<file path="src/inc/ulms_pkg.sv">
// Package with offsets, field positions and reset values of the status block.
package ulms_pkg;

	// Register offsets on the three-bit register port.
	localparam logic [2:0] ULMS_OFS_DATA = 3'h0;
	localparam logic [2:0] ULMS_OFS_IRQ_ENABLE = 3'h1;
	localparam logic [2:0] ULMS_OFS_IRQ_FIFO = 3'h2;
	localparam logic [2:0] ULMS_OFS_LINE_CONTROL = 3'h3;
	localparam logic [2:0] ULMS_OFS_MODEM_CONTROL = 3'h4;
	localparam logic [2:0] ULMS_OFS_LINE_STATUS = 3'h5;
	localparam logic [2:0] ULMS_OFS_MODEM_STATUS = 3'h6;
	localparam logic [2:0] ULMS_OFS_SCRATCHPAD = 3'h7;

	// Field positions in line_control.
	localparam int ULMS_LC_BREAK = 6;
	localparam int ULMS_LC_DIV_ACCESS = 7;

	// Field positions in modem_control.
	localparam int ULMS_MC_TERM_READY = 0;
	localparam int ULMS_MC_SEND_REQUEST = 1;
	localparam int ULMS_MC_USER_OUT1 = 2;
	localparam int ULMS_MC_USER_OUT2 = 3;
	localparam int ULMS_MC_LOOP = 4;
	localparam int ULMS_MC_WIDTH = 5;

	// Field positions in irq_enable.
	localparam int ULMS_IE_RX_DATA = 0;
	localparam int ULMS_IE_TX_EMPTY = 1;
	localparam int ULMS_IE_LINE = 2;
	localparam int ULMS_IE_MODEM = 3;

	// Field positions in fifo_control.
	localparam int ULMS_FC_ENABLE = 0;
	localparam int ULMS_FC_DMA_MODE = 3;

	// Reset values.
	localparam logic [7:0] ULMS_RST_BYTE = 8'h00;
	localparam logic [3:0] ULMS_RST_NIBBLE = 4'h0;
	localparam logic [ULMS_MC_WIDTH-1:0] ULMS_RST_MC = 5'h00;
	localparam logic ULMS_RST_THRE = 1'b1;

	// Interrupt source codes shown in irq_status bits 3 to 0.
	localparam logic [3:0] ULMS_ISR_NONE = 4'h1;
	localparam logic [3:0] ULMS_ISR_LINE = 4'h6;
	localparam logic [3:0] ULMS_ISR_RX_DATA = 4'h4;
	localparam logic [3:0] ULMS_ISR_TX_EMPTY = 4'h2;
	localparam logic [3:0] ULMS_ISR_MODEM = 4'h0;

	// Whole state of the block, registered in one place.
	typedef struct packed {
		logic [7:0] irq_enable;
		logic [7:0] line_control;
		logic [ULMS_MC_WIDTH-1:0] modem_control;
		logic [7:0] fifo_control;
		logic [7:0] scratchpad;
		logic thre;
		logic overrun;
		logic [3:0] delta;
		logic [3:0] prev;
		logic primed;
		logic brk_loaded;
		logic [7:0] rdata;
		logic txd;
		logic term_ready_n;
		logic send_request_n;
		logic user_out1_n;
		logic user_out2_n;
		logic rx_dma_ready_n;
		logic tx_dma_ready_n;
		logic irq;
	} ulms_state_t;

endpackage

</file>
<file path="src/verilog/ulms_regs.sv">
// Line, modem and scratchpad registers with their pins and status flags.
//
// Function
// - Break bit forces serial output low outside loop-back.
// - Top line_control bit opens divisor access.
// - modem_control bits 0,1 drive ready, request low outside loop-back.
// - modem_control bits 2,3 drive user outputs low outside loop-back.
// - Bit 4 loops back; bits 5-7 read zero.
// - Data ready reads one while characters wait.
// - Overrun sets; full FIFO is never pushed.
// - Parity error belongs to head character.
// - Framing error belongs to head character.
// - Break flagged; one break character per break.
// - Holding empty set on transfer, cleared on write.
// - Holding empty with enable raises interrupt.
// - Transmitter empty when holding and shift empty.
// - FIFO error bit while errors remain queued.
// - Change bits set on change, clear on read.
// - Clear, ready, carrier changes set change bits.
// - Ring change sets only on rising pin.
// - Upper modem_status shows inverted pins or loop.
// - Eight-bit scratchpad freely read and written.
// - Reset clears control registers, irq_status reads one.
// - Reset line_status reads 0x60, change bits cleared.
// - Reset drives modem outputs high, interrupt low.
`timescale 1ns/1ps
module ulms_regs
	import ulms_pkg::*;
(
	input wire logic core_clk_i,
	input wire logic rst_b_i,
	input wire logic cs_i,
	input wire logic [2:0] addr_i,
	input wire logic rd_i,
	input wire logic wr_i,
	input wire logic [7:0] wdata_i,
	output logic [7:0] rdata_o,
	input wire logic [7:0] ext_rdata_i,
	output logic data_rd_o,
	output logic data_wr_o,
	output logic div_access_o,
	output logic feature_access_o,
	output logic [7:0] irq_enable_o,
	output logic [7:0] line_control_o,
	output logic [7:0] fifo_control_o,
	input wire logic tx_bit_i,
	output logic tx_serial_out_o,
	input wire logic rx_serial_in_i,
	output logic rx_line_o,
	input wire logic tx_load_shift_i,
	input wire logic tx_fifo_empty_i,
	input wire logic tx_fifo_full_i,
	input wire logic tx_shift_empty_i,
	input wire logic rx_done_i,
	input wire logic rx_break_i,
	input wire logic rx_fifo_full_i,
	input wire logic rx_avail_i,
	input wire logic rx_trigger_i,
	input wire logic rx_head_parity_i,
	input wire logic rx_head_framing_i,
	input wire logic rx_head_break_i,
	input wire logic rx_err_queued_i,
	output logic rx_push_o,
	input wire logic clear_to_send_n_i,
	input wire logic peer_set_ready_n_i,
	input wire logic ring_indicate_n_i,
	input wire logic carrier_detect_n_i,
	output logic term_ready_n_o,
	output logic send_request_n_o,
	output logic user_out1_n_o,
	output logic user_out2_n_o,
	output logic rx_dma_ready_n_o,
	output logic tx_dma_ready_n_o,
	output logic irq_o
);

	ulms_state_t s_r;
	ulms_state_t s_nxt;
	logic rd_hit;
	logic wr_hit;
	logic loop;
	logic fifo_mode;
	logic [3:0] pins_act;
	logic [3:0] modem_now;
	logic [7:0] line_status;
	logic [7:0] modem_status;
	logic [3:0] irq_code;

	// Address match for a strobe on the register port.
	function automatic logic hit(input logic [2:0] a, input logic [2:0] ofs);
		hit = (a == ofs);
	endfunction

	// Interrupt source code by priority: line, data, holding empty, modem.
	function automatic logic [3:0] isr_code(input logic [7:0] ie,
		input logic line_err, input logic dr, input logic thre,
		input logic [3:0] dl);
		if (ie[ULMS_IE_LINE] && line_err) begin
			isr_code = ULMS_ISR_LINE;
		end else if (ie[ULMS_IE_RX_DATA] && dr) begin
			isr_code = ULMS_ISR_RX_DATA;
		end else if (ie[ULMS_IE_TX_EMPTY] && thre) begin
			isr_code = ULMS_ISR_TX_EMPTY;
		end else if (ie[ULMS_IE_MODEM] && (|dl)) begin
			isr_code = ULMS_ISR_MODEM;
		end else begin
			isr_code = ULMS_ISR_NONE;
		end
	endfunction

	// Strobes qualified by chip select, and the current operating modes.
	assign rd_hit = cs_i && rd_i;
	assign wr_hit = cs_i && wr_i;
	assign loop = s_r.modem_control[ULMS_MC_LOOP];
	assign fifo_mode = s_r.fifo_control[ULMS_FC_ENABLE];

	// Accesses at the data and enable offsets go to the divisor when opened.
	assign div_access_o = cs_i && s_r.line_control[ULMS_LC_DIV_ACCESS]
		&& (hit(addr_i, ULMS_OFS_DATA) || hit(addr_i, ULMS_OFS_IRQ_ENABLE));
	assign feature_access_o = cs_i && s_r.line_control[ULMS_LC_DIV_ACCESS]
		&& hit(addr_i, ULMS_OFS_IRQ_FIFO);
	assign data_rd_o = rd_hit && hit(addr_i, ULMS_OFS_DATA)
		&& !s_r.line_control[ULMS_LC_DIV_ACCESS];
	assign data_wr_o = wr_hit && hit(addr_i, ULMS_OFS_DATA)
		&& !s_r.line_control[ULMS_LC_DIV_ACCESS];

	// A finished character is pushed only when the FIFO has room and it is
	// not a repeat of a break already loaded.
	assign rx_push_o = rx_done_i && !rx_fifo_full_i
		&& !(rx_break_i && s_r.brk_loaded);

	// In loop-back the receiver hears the transmitter instead of the pin.
	assign rx_line_o = loop ? tx_bit_i : rx_serial_in_i;

	// Modem inputs as active-high levels, or the control bits in loop-back.
	assign pins_act = {~carrier_detect_n_i, ~ring_indicate_n_i,
		~peer_set_ready_n_i, ~clear_to_send_n_i};
	assign modem_now = loop ? {s_r.modem_control[ULMS_MC_USER_OUT2],
		s_r.modem_control[ULMS_MC_USER_OUT1],
		s_r.modem_control[ULMS_MC_TERM_READY],
		s_r.modem_control[ULMS_MC_SEND_REQUEST]} : pins_act;

	// Line status view assembled from flags and the receive path.
	assign line_status = {rx_err_queued_i,
		s_r.thre && tx_shift_empty_i,
		s_r.thre,
		rx_head_break_i,
		rx_head_framing_i,
		rx_head_parity_i,
		s_r.overrun,
		rx_avail_i};
	assign modem_status = {modem_now, s_r.delta};

	assign irq_code = isr_code(s_r.irq_enable, |line_status[4:1],
		rx_avail_i, s_r.thre, s_r.delta);

	// Next state of every register and registered pin.
	always_comb begin
		s_nxt = s_r;
		// Control register writes, each at its own offset.
		if (wr_hit && !div_access_o && !feature_access_o) begin
			unique case (addr_i)
				ULMS_OFS_IRQ_ENABLE: begin
					s_nxt.irq_enable = wdata_i;
				end
				ULMS_OFS_IRQ_FIFO: begin
					s_nxt.fifo_control = wdata_i;
				end
				ULMS_OFS_LINE_CONTROL: begin
					s_nxt.line_control = wdata_i;
				end
				ULMS_OFS_MODEM_CONTROL: begin
					s_nxt.modem_control = wdata_i[ULMS_MC_WIDTH-1:0];
				end
				ULMS_OFS_SCRATCHPAD: begin
					s_nxt.scratchpad = wdata_i;
				end
				default: begin
				end
			endcase
		end
		// Writing line_control with the divisor bit set is always allowed.
		if (wr_hit && hit(addr_i, ULMS_OFS_LINE_CONTROL)) begin
			s_nxt.line_control = wdata_i;
		end
		// Holding empty: FIFO mode follows the FIFO, else set on transfer
		// and cleared by a CPU write, with the transfer winning a tie.
		if (fifo_mode) begin
			s_nxt.thre = tx_fifo_empty_i && !data_wr_o;
		end else if (tx_load_shift_i) begin
			s_nxt.thre = 1'b1;
		end else if (data_wr_o) begin
			s_nxt.thre = 1'b0;
		end
		// Overrun clears on a line_status read, a new overrun wins.
		if (rd_hit && hit(addr_i, ULMS_OFS_LINE_STATUS)) begin
			s_nxt.overrun = 1'b0;
		end
		if (rx_done_i && rx_fifo_full_i) begin
			s_nxt.overrun = 1'b1;
		end
		// One break character per break; the idle line rearms it.
		if (rx_line_o) begin
			s_nxt.brk_loaded = 1'b0;
		end else if (rx_push_o && rx_break_i) begin
			s_nxt.brk_loaded = 1'b1;
		end
		// Change detection; the first cycle after reset only samples.
		s_nxt.prev = modem_now;
		s_nxt.primed = 1'b1;
		if (rd_hit && hit(addr_i, ULMS_OFS_MODEM_STATUS)) begin
			s_nxt.delta = ULMS_RST_NIBBLE;
		end
		if (s_r.primed) begin
			s_nxt.delta[0] = s_nxt.delta[0] || (modem_now[0] != s_r.prev[0]);
			s_nxt.delta[1] = s_nxt.delta[1] || (modem_now[1] != s_r.prev[1]);
			s_nxt.delta[2] = s_nxt.delta[2] || (s_r.prev[2] && !modem_now[2]);
			s_nxt.delta[3] = s_nxt.delta[3] || (modem_now[3] != s_r.prev[3]);
		end
		// Read data is captured on the read strobe.
		if (rd_hit) begin
			if (div_access_o || feature_access_o || hit(addr_i, ULMS_OFS_DATA)) begin
				s_nxt.rdata = ext_rdata_i;
			end else begin
				unique case (addr_i)
					ULMS_OFS_IRQ_ENABLE: begin
						s_nxt.rdata = s_r.irq_enable;
					end
					ULMS_OFS_IRQ_FIFO: begin
						s_nxt.rdata = {{2{fifo_mode}}, 2'h0, irq_code};
					end
					ULMS_OFS_LINE_CONTROL: begin
						s_nxt.rdata = s_r.line_control;
					end
					ULMS_OFS_MODEM_CONTROL: begin
						s_nxt.rdata = {3'h0, s_r.modem_control};
					end
					ULMS_OFS_LINE_STATUS: begin
						s_nxt.rdata = line_status;
					end
					ULMS_OFS_MODEM_STATUS: begin
						s_nxt.rdata = modem_status;
					end
					ULMS_OFS_SCRATCHPAD: begin
						s_nxt.rdata = s_r.scratchpad;
					end
					default: begin
						s_nxt.rdata = ext_rdata_i;
					end
				endcase
			end
		end
		// Serial and modem pins, idle while looped back.
		s_nxt.txd = s_nxt.modem_control[ULMS_MC_LOOP] ? 1'b1 :
			(s_nxt.line_control[ULMS_LC_BREAK] ? 1'b0 : tx_bit_i);
		s_nxt.term_ready_n = !(s_nxt.modem_control[ULMS_MC_TERM_READY]
			&& !s_nxt.modem_control[ULMS_MC_LOOP]);
		s_nxt.send_request_n = !(s_nxt.modem_control[ULMS_MC_SEND_REQUEST]
			&& !s_nxt.modem_control[ULMS_MC_LOOP]);
		s_nxt.user_out1_n = !(s_nxt.modem_control[ULMS_MC_USER_OUT1]
			&& !s_nxt.modem_control[ULMS_MC_LOOP]);
		s_nxt.user_out2_n = !(s_nxt.modem_control[ULMS_MC_USER_OUT2]
			&& !s_nxt.modem_control[ULMS_MC_LOOP]);
		// DMA ready pins: mode 1 uses FIFO full and trigger level.
		if (s_nxt.fifo_control[ULMS_FC_ENABLE]
			&& s_nxt.fifo_control[ULMS_FC_DMA_MODE]) begin
			s_nxt.tx_dma_ready_n = tx_fifo_full_i;
			s_nxt.rx_dma_ready_n = !(rx_trigger_i || (!s_r.rx_dma_ready_n && rx_avail_i));
		end else begin
			s_nxt.tx_dma_ready_n = !s_nxt.thre;
			s_nxt.rx_dma_ready_n = !rx_avail_i;
		end
		// Interrupt request from the same sources as irq_status.
		s_nxt.irq = (s_nxt.irq_enable[ULMS_IE_TX_EMPTY] && s_nxt.thre)
			|| (s_nxt.irq_enable[ULMS_IE_MODEM] && (|s_nxt.delta))
			|| (s_nxt.irq_enable[ULMS_IE_RX_DATA] && rx_avail_i)
			|| (s_nxt.irq_enable[ULMS_IE_LINE] && (|line_status[4:1]));
	end

	// State register; reset values give line_status 0x60 and idle pins.
	always_ff @(posedge core_clk_i or negedge rst_b_i) begin
		if (!rst_b_i) begin
			s_r.irq_enable <= ULMS_RST_BYTE;
			s_r.line_control <= ULMS_RST_BYTE;
			s_r.modem_control <= ULMS_RST_MC;
			s_r.fifo_control <= ULMS_RST_BYTE;
			s_r.scratchpad <= ULMS_RST_BYTE;
			s_r.thre <= ULMS_RST_THRE;
			s_r.overrun <= 1'b0;
			s_r.delta <= ULMS_RST_NIBBLE;
			s_r.prev <= ULMS_RST_NIBBLE;
			s_r.primed <= 1'b0;
			s_r.brk_loaded <= 1'b0;
			s_r.rdata <= ULMS_RST_BYTE;
			s_r.txd <= 1'b1;
			s_r.term_ready_n <= 1'b1;
			s_r.send_request_n <= 1'b1;
			s_r.user_out1_n <= 1'b1;
			s_r.user_out2_n <= 1'b1;
			s_r.rx_dma_ready_n <= 1'b1;
			s_r.tx_dma_ready_n <= 1'b0;
			s_r.irq <= 1'b0;
		end else begin
			s_r <= s_nxt;
		end
	end

	// Outputs straight from the state register.
	assign rdata_o = s_r.rdata;
	assign irq_enable_o = s_r.irq_enable;
	assign line_control_o = s_r.line_control;
	assign fifo_control_o = s_r.fifo_control;
	assign tx_serial_out_o = s_r.txd;
	assign term_ready_n_o = s_r.term_ready_n;
	assign send_request_n_o = s_r.send_request_n;
	assign user_out1_n_o = s_r.user_out1_n;
	assign user_out2_n_o = s_r.user_out2_n;
	assign rx_dma_ready_n_o = s_r.rx_dma_ready_n;
	assign tx_dma_ready_n_o = s_r.tx_dma_ready_n;
	assign irq_o = s_r.irq;

	// A break held in line_control keeps the serial output low outside loop-back.
	break_low_a: assert property (@(posedge core_clk_i) disable iff (!rst_b_i)
		s_r.line_control[ULMS_LC_BREAK] && !loop |-> !tx_serial_out_o)
		else $error("Serial output not low during break.");

	// Terminal ready pin follows bit 0 outside loop-back.
	term_ready_a: assert property (@(posedge core_clk_i) disable iff (!rst_b_i)
		term_ready_n_o == !(s_r.modem_control[ULMS_MC_TERM_READY] && !loop))
		else $error("Terminal ready pin disagrees with modem_control.");

	// Reading modem_control shows zero in bits 7 to 5.
	mc_upper_zero_a: assert property (@(posedge core_clk_i) disable iff (!rst_b_i)
		rd_hit && hit(addr_i, ULMS_OFS_MODEM_CONTROL) |=> rdata_o[7:5] == 3'h0)
		else $error("Unused modem_control bits read nonzero.");

	// A character into a full FIFO sets overrun and is not pushed.
	overrun_set_a: assert property (@(posedge core_clk_i) disable iff (!rst_b_i)
		rx_done_i && rx_fifo_full_i |-> !rx_push_o ##1 s_r.overrun)
		else $error("Overrun not flagged or full FIFO pushed.");

	// A CPU write in character mode with no transfer in the same cycle clears holding empty next cycle.
	thre_clear_a: assert property (@(posedge core_clk_i) disable iff (!rst_b_i)
		data_wr_o && !fifo_mode && !tx_load_shift_i |=> !s_r.thre)
		else $error("Holding empty not cleared by write.");

	// Holding empty with its enable must hold the interrupt up.
	thre_irq_a: assert property (@(posedge core_clk_i) disable iff (!rst_b_i)
		s_r.thre && s_r.irq_enable[ULMS_IE_TX_EMPTY] |-> irq_o)
		else $error("Holding empty interrupt missing.");

	// A quiet modem_status read leaves all change bits cleared.
	delta_clear_a: assert property (@(posedge core_clk_i) disable iff (!rst_b_i)
		rd_hit && hit(addr_i, ULMS_OFS_MODEM_STATUS) && modem_now == s_r.prev
		|=> s_r.delta == ULMS_RST_NIBBLE)
		else $error("Change bits not cleared by read.");

	// A rising ring pin sets the ring change bit.
	ring_rise_a: assert property (@(posedge core_clk_i) disable iff (!rst_b_i)
		s_r.primed && !loop && $rose(ring_indicate_n_i) |=> s_r.delta[2])
		else $error("Ring trailing edge not flagged.");

	// A falling ring pin alone never sets the ring change bit.
	ring_fall_a: assert property (@(posedge core_clk_i) disable iff (!rst_b_i)
		!loop && !s_r.delta[2] && $fell(ring_indicate_n_i) |=> !s_r.delta[2])
		else $error("Ring change set on falling pin.");

	// Scratchpad returns the byte last written to it.
	spr_keep_a: assert property (@(posedge core_clk_i) disable iff (!rst_b_i)
		wr_hit && hit(addr_i, ULMS_OFS_SCRATCHPAD) |=> s_r.scratchpad == $past(wdata_i))
		else $error("Scratchpad lost written byte.");

	// Modem interrupt stays up while a change bit and its enable stand.
	modem_irq_a: assert property (@(posedge core_clk_i) disable iff (!rst_b_i)
		(|s_r.delta) && s_r.irq_enable[ULMS_IE_MODEM] |-> irq_o)
		else $error("Modem status interrupt missing.");

endmodule

</file>
<file path="config.mk">
export PLATFORM = sky130hd
export DESIGN_NAME = ulms_regs
export DESIGN_NICKNAME = d
export VERILOG_FILES = /design/src/inc/ulms_pkg.sv /design/src/verilog/ulms_regs.sv
export SDC_FILE = /design/constraint.sdc
export NUM_CORES = 1
export LEC_CHECK = 0
export BUFFER_PORTS_ARGS = -buffer_cell sky130_fd_sc_hd__buf_2
export CORE_MARGIN = 10
export CORE_UTILIZATION = 40
export DETAILED_ROUTE_END_ITERATION = 16
export GPL_TIMING_DRIVEN = 0
export PLACE_DENSITY_LB_ADDON = 0.08
export SLEW_MARGIN = 0
export SYNTH_ARGS = -nofsm -noshare
export SYNTH_HDL_FRONTEND = slang
export SYNTH_SLANG_ARGS = --single-unit
</file>
<file path="constraint.sdc">
create_clock -name core_clk_i -period 2.4 [get_ports core_clk_i]
set_clock_uncertainty 0.05 [all_clocks]
set_input_delay 0.24 -clock core_clk_i [delete_from_list [all_inputs] [get_ports core_clk_i]]
set_output_delay 0.24 -clock core_clk_i [all_outputs]
set_load 0.05 [all_outputs]
</file>
=== After elaboration in Yosys (flattened, before gate mapping) ===
Cells that the tools add are included.

* Flip-flop bits (word level): 65
* Input bits: 43
* Output and inout bits: 46
* Word-level logic and storage cells: 139

* Equality and inequality tests: 10
* Muxes and demuxes: 27
* Bitwise logic cells: 4
* Reduce and logical (&&, ||, !) cells: 75

{| class="wikitable"
|+ Operator list
! operator !! number
|-
| $pmux 8 s7 || 1
|-
| $mux 8 || 5
|-
| $logic_and 1x1->1 || 36
|-
| $mux 33 || 1
|-
| $logic_not 1->1 || 16
|-
| $mux 4 || 4
|-
| $eq 3x3->1 const B || 4
|-
| $reduce_or 4->1 || 3
|-
| $logic_or 1x1->1 || 11
|-
| $mux 1 || 11
|-
| $reduce_and 2->1 || 4
|-
| $reduce_bool 2->1 || 4
|-
| $eq 3x2->1 const B || 2
|-
| $mux 3 || 2
|-
| $mux 5 || 1
|-
| $mux 2 || 2
|-
| $not 1->1 || 4
|-
| $eq 3x1->1 const B || 1
|-
| $logic_not 3->1 || 1
|-
| $ne 1x1->1 || 3
|}

=== Longest topological paths before layout ===
* Depth after elaboration: 11
* Mapped depth: 8
* Mapped depth without buffers: 6

=== Least setup slack after synthesis ===
No wires, ideal clock.

* Kind: input -> output
* Start point: input addr_i[1]
* End point: output div_access_o
* Data arrival time: 1,878 ps
* Required time: 2,110 ps
* Path slack: 232 ps
* Stages on the path: 4
* Buffers on the path: 3
* Cell sequence: buf_6 -> clkbuf_1 -> buf_2 -> nor3_1

* Longest elaborated chain between the ends: 3
* Elaborated cells between the ends (all ways): 4
* Classes of those cells: eq/ne (1); reduce/logical (3)

{| class="wikitable"
|+ RTL lines
! element !! RTL line !! text
|-
| from (decl) || ulms_regs.sv:33 || <nowiki>input wire logic [2:0] addr_i,</nowiki>
|-
| $eq 3x1->1 or $logic_not 3->1 (tied branches) || ulms_regs.sv:91 || <nowiki>hit = (a == ofs);</nowiki>
|-
| $logic_or 1x1->1 * || ulms_regs.sv:119 || <nowiki>&& (hit(addr_i, ULMS_OFS_DATA) || hit(addr_i, ULMS_OFS_IRQ_ENABLE));</nowiki>
|-
| $logic_and 1x1->1 * || ulms_regs.sv:119 ||
|-
| to (decl) || ulms_regs.sv:41 || <nowiki>output logic div_access_o,</nowiki>
|}

Mark *: on every way between the ends. The rest lies on a longest branch, timed or not.

==> flow_metrics.tcl <==
set metrics [dict create \
    tightest_slew_ns 0.807 \
    switching_power_mw 1.64 \
    hold_class "primary input to flop" \
    drtAntennaViolNets 0 \
    core_area_um2 8300 \
    htreeDepth 3 \
    crit_path_max_incr_delay_ns 0.71 \
    synth_seq_cells 65 \
    syn2layout_area_growth_pct 22.4 \
    setup_slack_ns 0.0880 \
    critical_path.startpoint "loop$_DFF_PN0_" \
    setup_viol 0 \
    clock-sinks 65 \
    synthArstFlopShare 1.00 \
    dieWidth_um 113 \
    rsz0062_at_grt "false" \
    ys_types 52 \
    rr_startpoint "loop$_DFF_PN0_" \
    final_hold_viol_count 0 \
    power_density_nw_per_um2 940 \
    die_area_um2 12700 \
    p_leak_nw 2.00 \
    crit_type "flop to flop" \
    cpMaxStageDelayCell "a2111oi_1" \
    num-nets-final 452 \
    grt_overflow 0 \
    dp_hpwl_mm 7.17 \
    vias 2691 \
    portBuffers 87 \
    maxSlewViolCount 0 \
    dr.pass1.iters 4 \
    finalCriticalPeriod_ns 2.31 \
    clk_path_buf_depth 2 \
    viasPerCell 5.18 \
    grt_pass1_wl_mm 14.7 \
    internal_power_mw 2.33 \
    grt_usage 0.144 \
    drtIter0Drc 120 \
    synthCells 309 \
    cts_root_buf "clkbuf_8" \
    end_kind "flop" \
    path_cells "buf_2 -> mux2_2 -> a32o_1 -> a2111oi_1 -> o221ai_2" \
    cts_buffers 9 \
    antenna_found_initial 1 \
    comb_power_share 0.401 \
    relSlewSlack 0.462 \
    synth-seq-area-share 0.474 \
    cp_max_fo 10 \
    cpLargestDelayFamily "compound AO/OA/AOI/OAI gates" \
    seq_power_share 0.386 \
    status "finished, final reports clean" \
    clk_pin_slew_worst_paths_ns 0.08 \
    max_freq_ghz 0.433 \
    rows 33 \
    startpoint_type "flop" \
    fin_crit_sh 0.963 \
    wl_mm 9.38 \
    ios 89 \
    crit_arrival_ns 2.45 \
    initial_core_util 0.415 \
    route.detailed.drc 0 \
    clk_latency_ns 0.34 \
    ir_worst_vdd_v 0.000575 \
    grt_start_max_net_pins 66 \
    die_h_um 113 \
    design_area_um2 4220 \
    cts_tree "done" \
    drive_gt1_frac 0.476 \
    wire_per_inst_um 18.1 \
    synthesis.nets 352 \
    yosys_warnings 0 \
    placed_area_um2 4020 \
    maxCapViolations 0 \
    gp_congestion 0.845 \
    utilization 0.508 \
    synth_area_um2 3450 \
    crit_buf_inv 1 \
    sw_frac_of_total 0.413 \
    dp_slack_ns -0.228 \
    antennaDiodeCount 0 \
    grt_pass1_vias 2745 \
    pwr-share-clk 0.213 \
    synth-edff-count 0 \
    worstPathRequired_ns 2.54 \
    syn_area_per_cell_um2 11.2 \
    synth_flop_cell "dfrtp_1" \
    worstHoldStart "tx_fifo_full_i" \
]
Yosys cell counts (5+ instances only):
cell,number,area share
clkbuf_1,5,0.0054
buf_4,32,0.070
nor2_1,16,0.017
mux4_2,5,0.033
inv_1,13,0.014
o21ai_0,14,0.020
mux2i_1,12,0.035
nand2_1,30,0.033
dfrtp_1,58,0.42
mux2_2,31,0.10
dfstp_2,7,0.053
o31ai_1,8,0.017
buf_2,5,0.0073
path summary, 6_finish.rpt:
path                       slack (ns)                           to  cells after the start
max in group asynchronous        1.29  fifo_control_o[0]$_DFF_PN0_                      2
min                              0.05   tx_dma_ready_n_o$_DFF_PN0_                      3
min in group asynchronous        0.48               loop$_DFF_PN0_                      2
max                              0.09              irq_o$_DFF_PN0_                      5
min reg2reg                      0.43   rx_dma_ready_n_o$_DFF_PN1_                      2
max reg2reg                      0.09              irq_o$_DFF_PN0_                      5
layer usage:
| metal | up-vias | routed length (um) | track usage |
|---|---|---|---|
| met2 | 99 | 4120 | 0.207 |
| li1 | 1276 | - | - |
| met4 | 2 | 172 | 0.0541 |
| met1 | 1296 | 4250 | 0.191 |
| met5 | - | 20 | 0 |
| met3 | 18 | 824 | 0.0555 |
kinds of logic after synthesis:
family,share of synthesized area
other cells,0.00109
mux,0.177
buf+inv,0.107
fa+ha+maj,0.00290
compound gates,0.125
flops,0.474
simple gates,0.110
xor+xnor,0.00254
timing repair:
item                       CTS  global route
gates resized for setup      1             0
setup endpoints to repair    1             0
hold buffers                 2             0
buffers inserted             0             0
hold endpoints to repair    59             0
metrics by stage:
stage | std cells | TNS [ns] | hold WS [ns] | total power [mW]
after floorplan | 309 | 0 | -0.106 | 2.75
after global placement | 501 | -0.240 | 0.346 | 3.14
after detailed placement | 501 | -0.228 | 0.345 | 3.15
after CTS | 519 | 0 | 0.0336 | 4.01
after global routing | 519 | 0 | 0.0523 | 4.19
final | 519 | 0 | 0.0471 | 3.97
registers in the layout (all words and copies together) (netlist names):
| name | flops |
|---|---|
| fifo_control_o | 8 |
| irq_enable_o | 8 |
| irq_o | 1 |
| line_control_o | 8 |
| line_status | 2 |
| loop | 1 |
| modem_status | 4 |
| rdata_o | 8 |
| rx_dma_ready_n_o | 1 |
| s_r | 18 |
| send_request_n_o | 1 |
| term_ready_n_o | 1 |
| tx_dma_ready_n_o | 1 |
| tx_serial_out_o | 1 |
| user_out1_n_o | 1 |
| user_out2_n_o | 1 |
power by group through the flow:
stage          Clock [mW]  Combinational, mW  Sequential (mW)
3_3_place_gp            0               1.59             1.55
6_report            0.843               1.59             1.53
3_5_place_dp            0               1.60             1.55
5_1_grt             0.922               1.70             1.57
4_1_cts             0.862               1.61             1.53
2_1_floorplan           0               1.13             1.62
worst min-delay path: stages:
cell     delay (ns)
buf_2          0.08
nand2_1        0.03
o21ai_0        0.06
layout by cell type, fill, tap and decap left out, types with 3 or more instances in the layout:
cell type	Yosys	final
a211oi_1	4	4
a21oi_1	4	4
a22o_1	4	4
a32o_1	3	3
buf_2	5	91
buf_4	32	33
buf_6	3	3
clkbuf_1	5	5
clkbuf_8	0	10
clkinvlp_4	0	4
dfrtp_1	58	58
dfstp_2	7	7
inv_1	13	13
mux2_2	31	31
mux2i_1	12	12
mux4_2	5	5
nand2_1	30	30
nand3_1	3	3
nor2_1	16	16
nor2b_1	4	4
nor3_1	3	3
o211ai_1	3	3
o21ai_0	14	14
o31ai_1	8	8
or2_2	3	3
cell type report:
type / instances / area [um2]
fill: 808 / 4080
sequential: 65 / 1640
multi-input combinational: 185 / 1440
timing repair buffer: 89 / 458
buffer: 46 / 322
clock buffer: 10 / 138
tap: 105 / 131
inverter: 13 / 48.8
clock inverter: 6 / 43.8
Power figures use the tool's default switching activity.
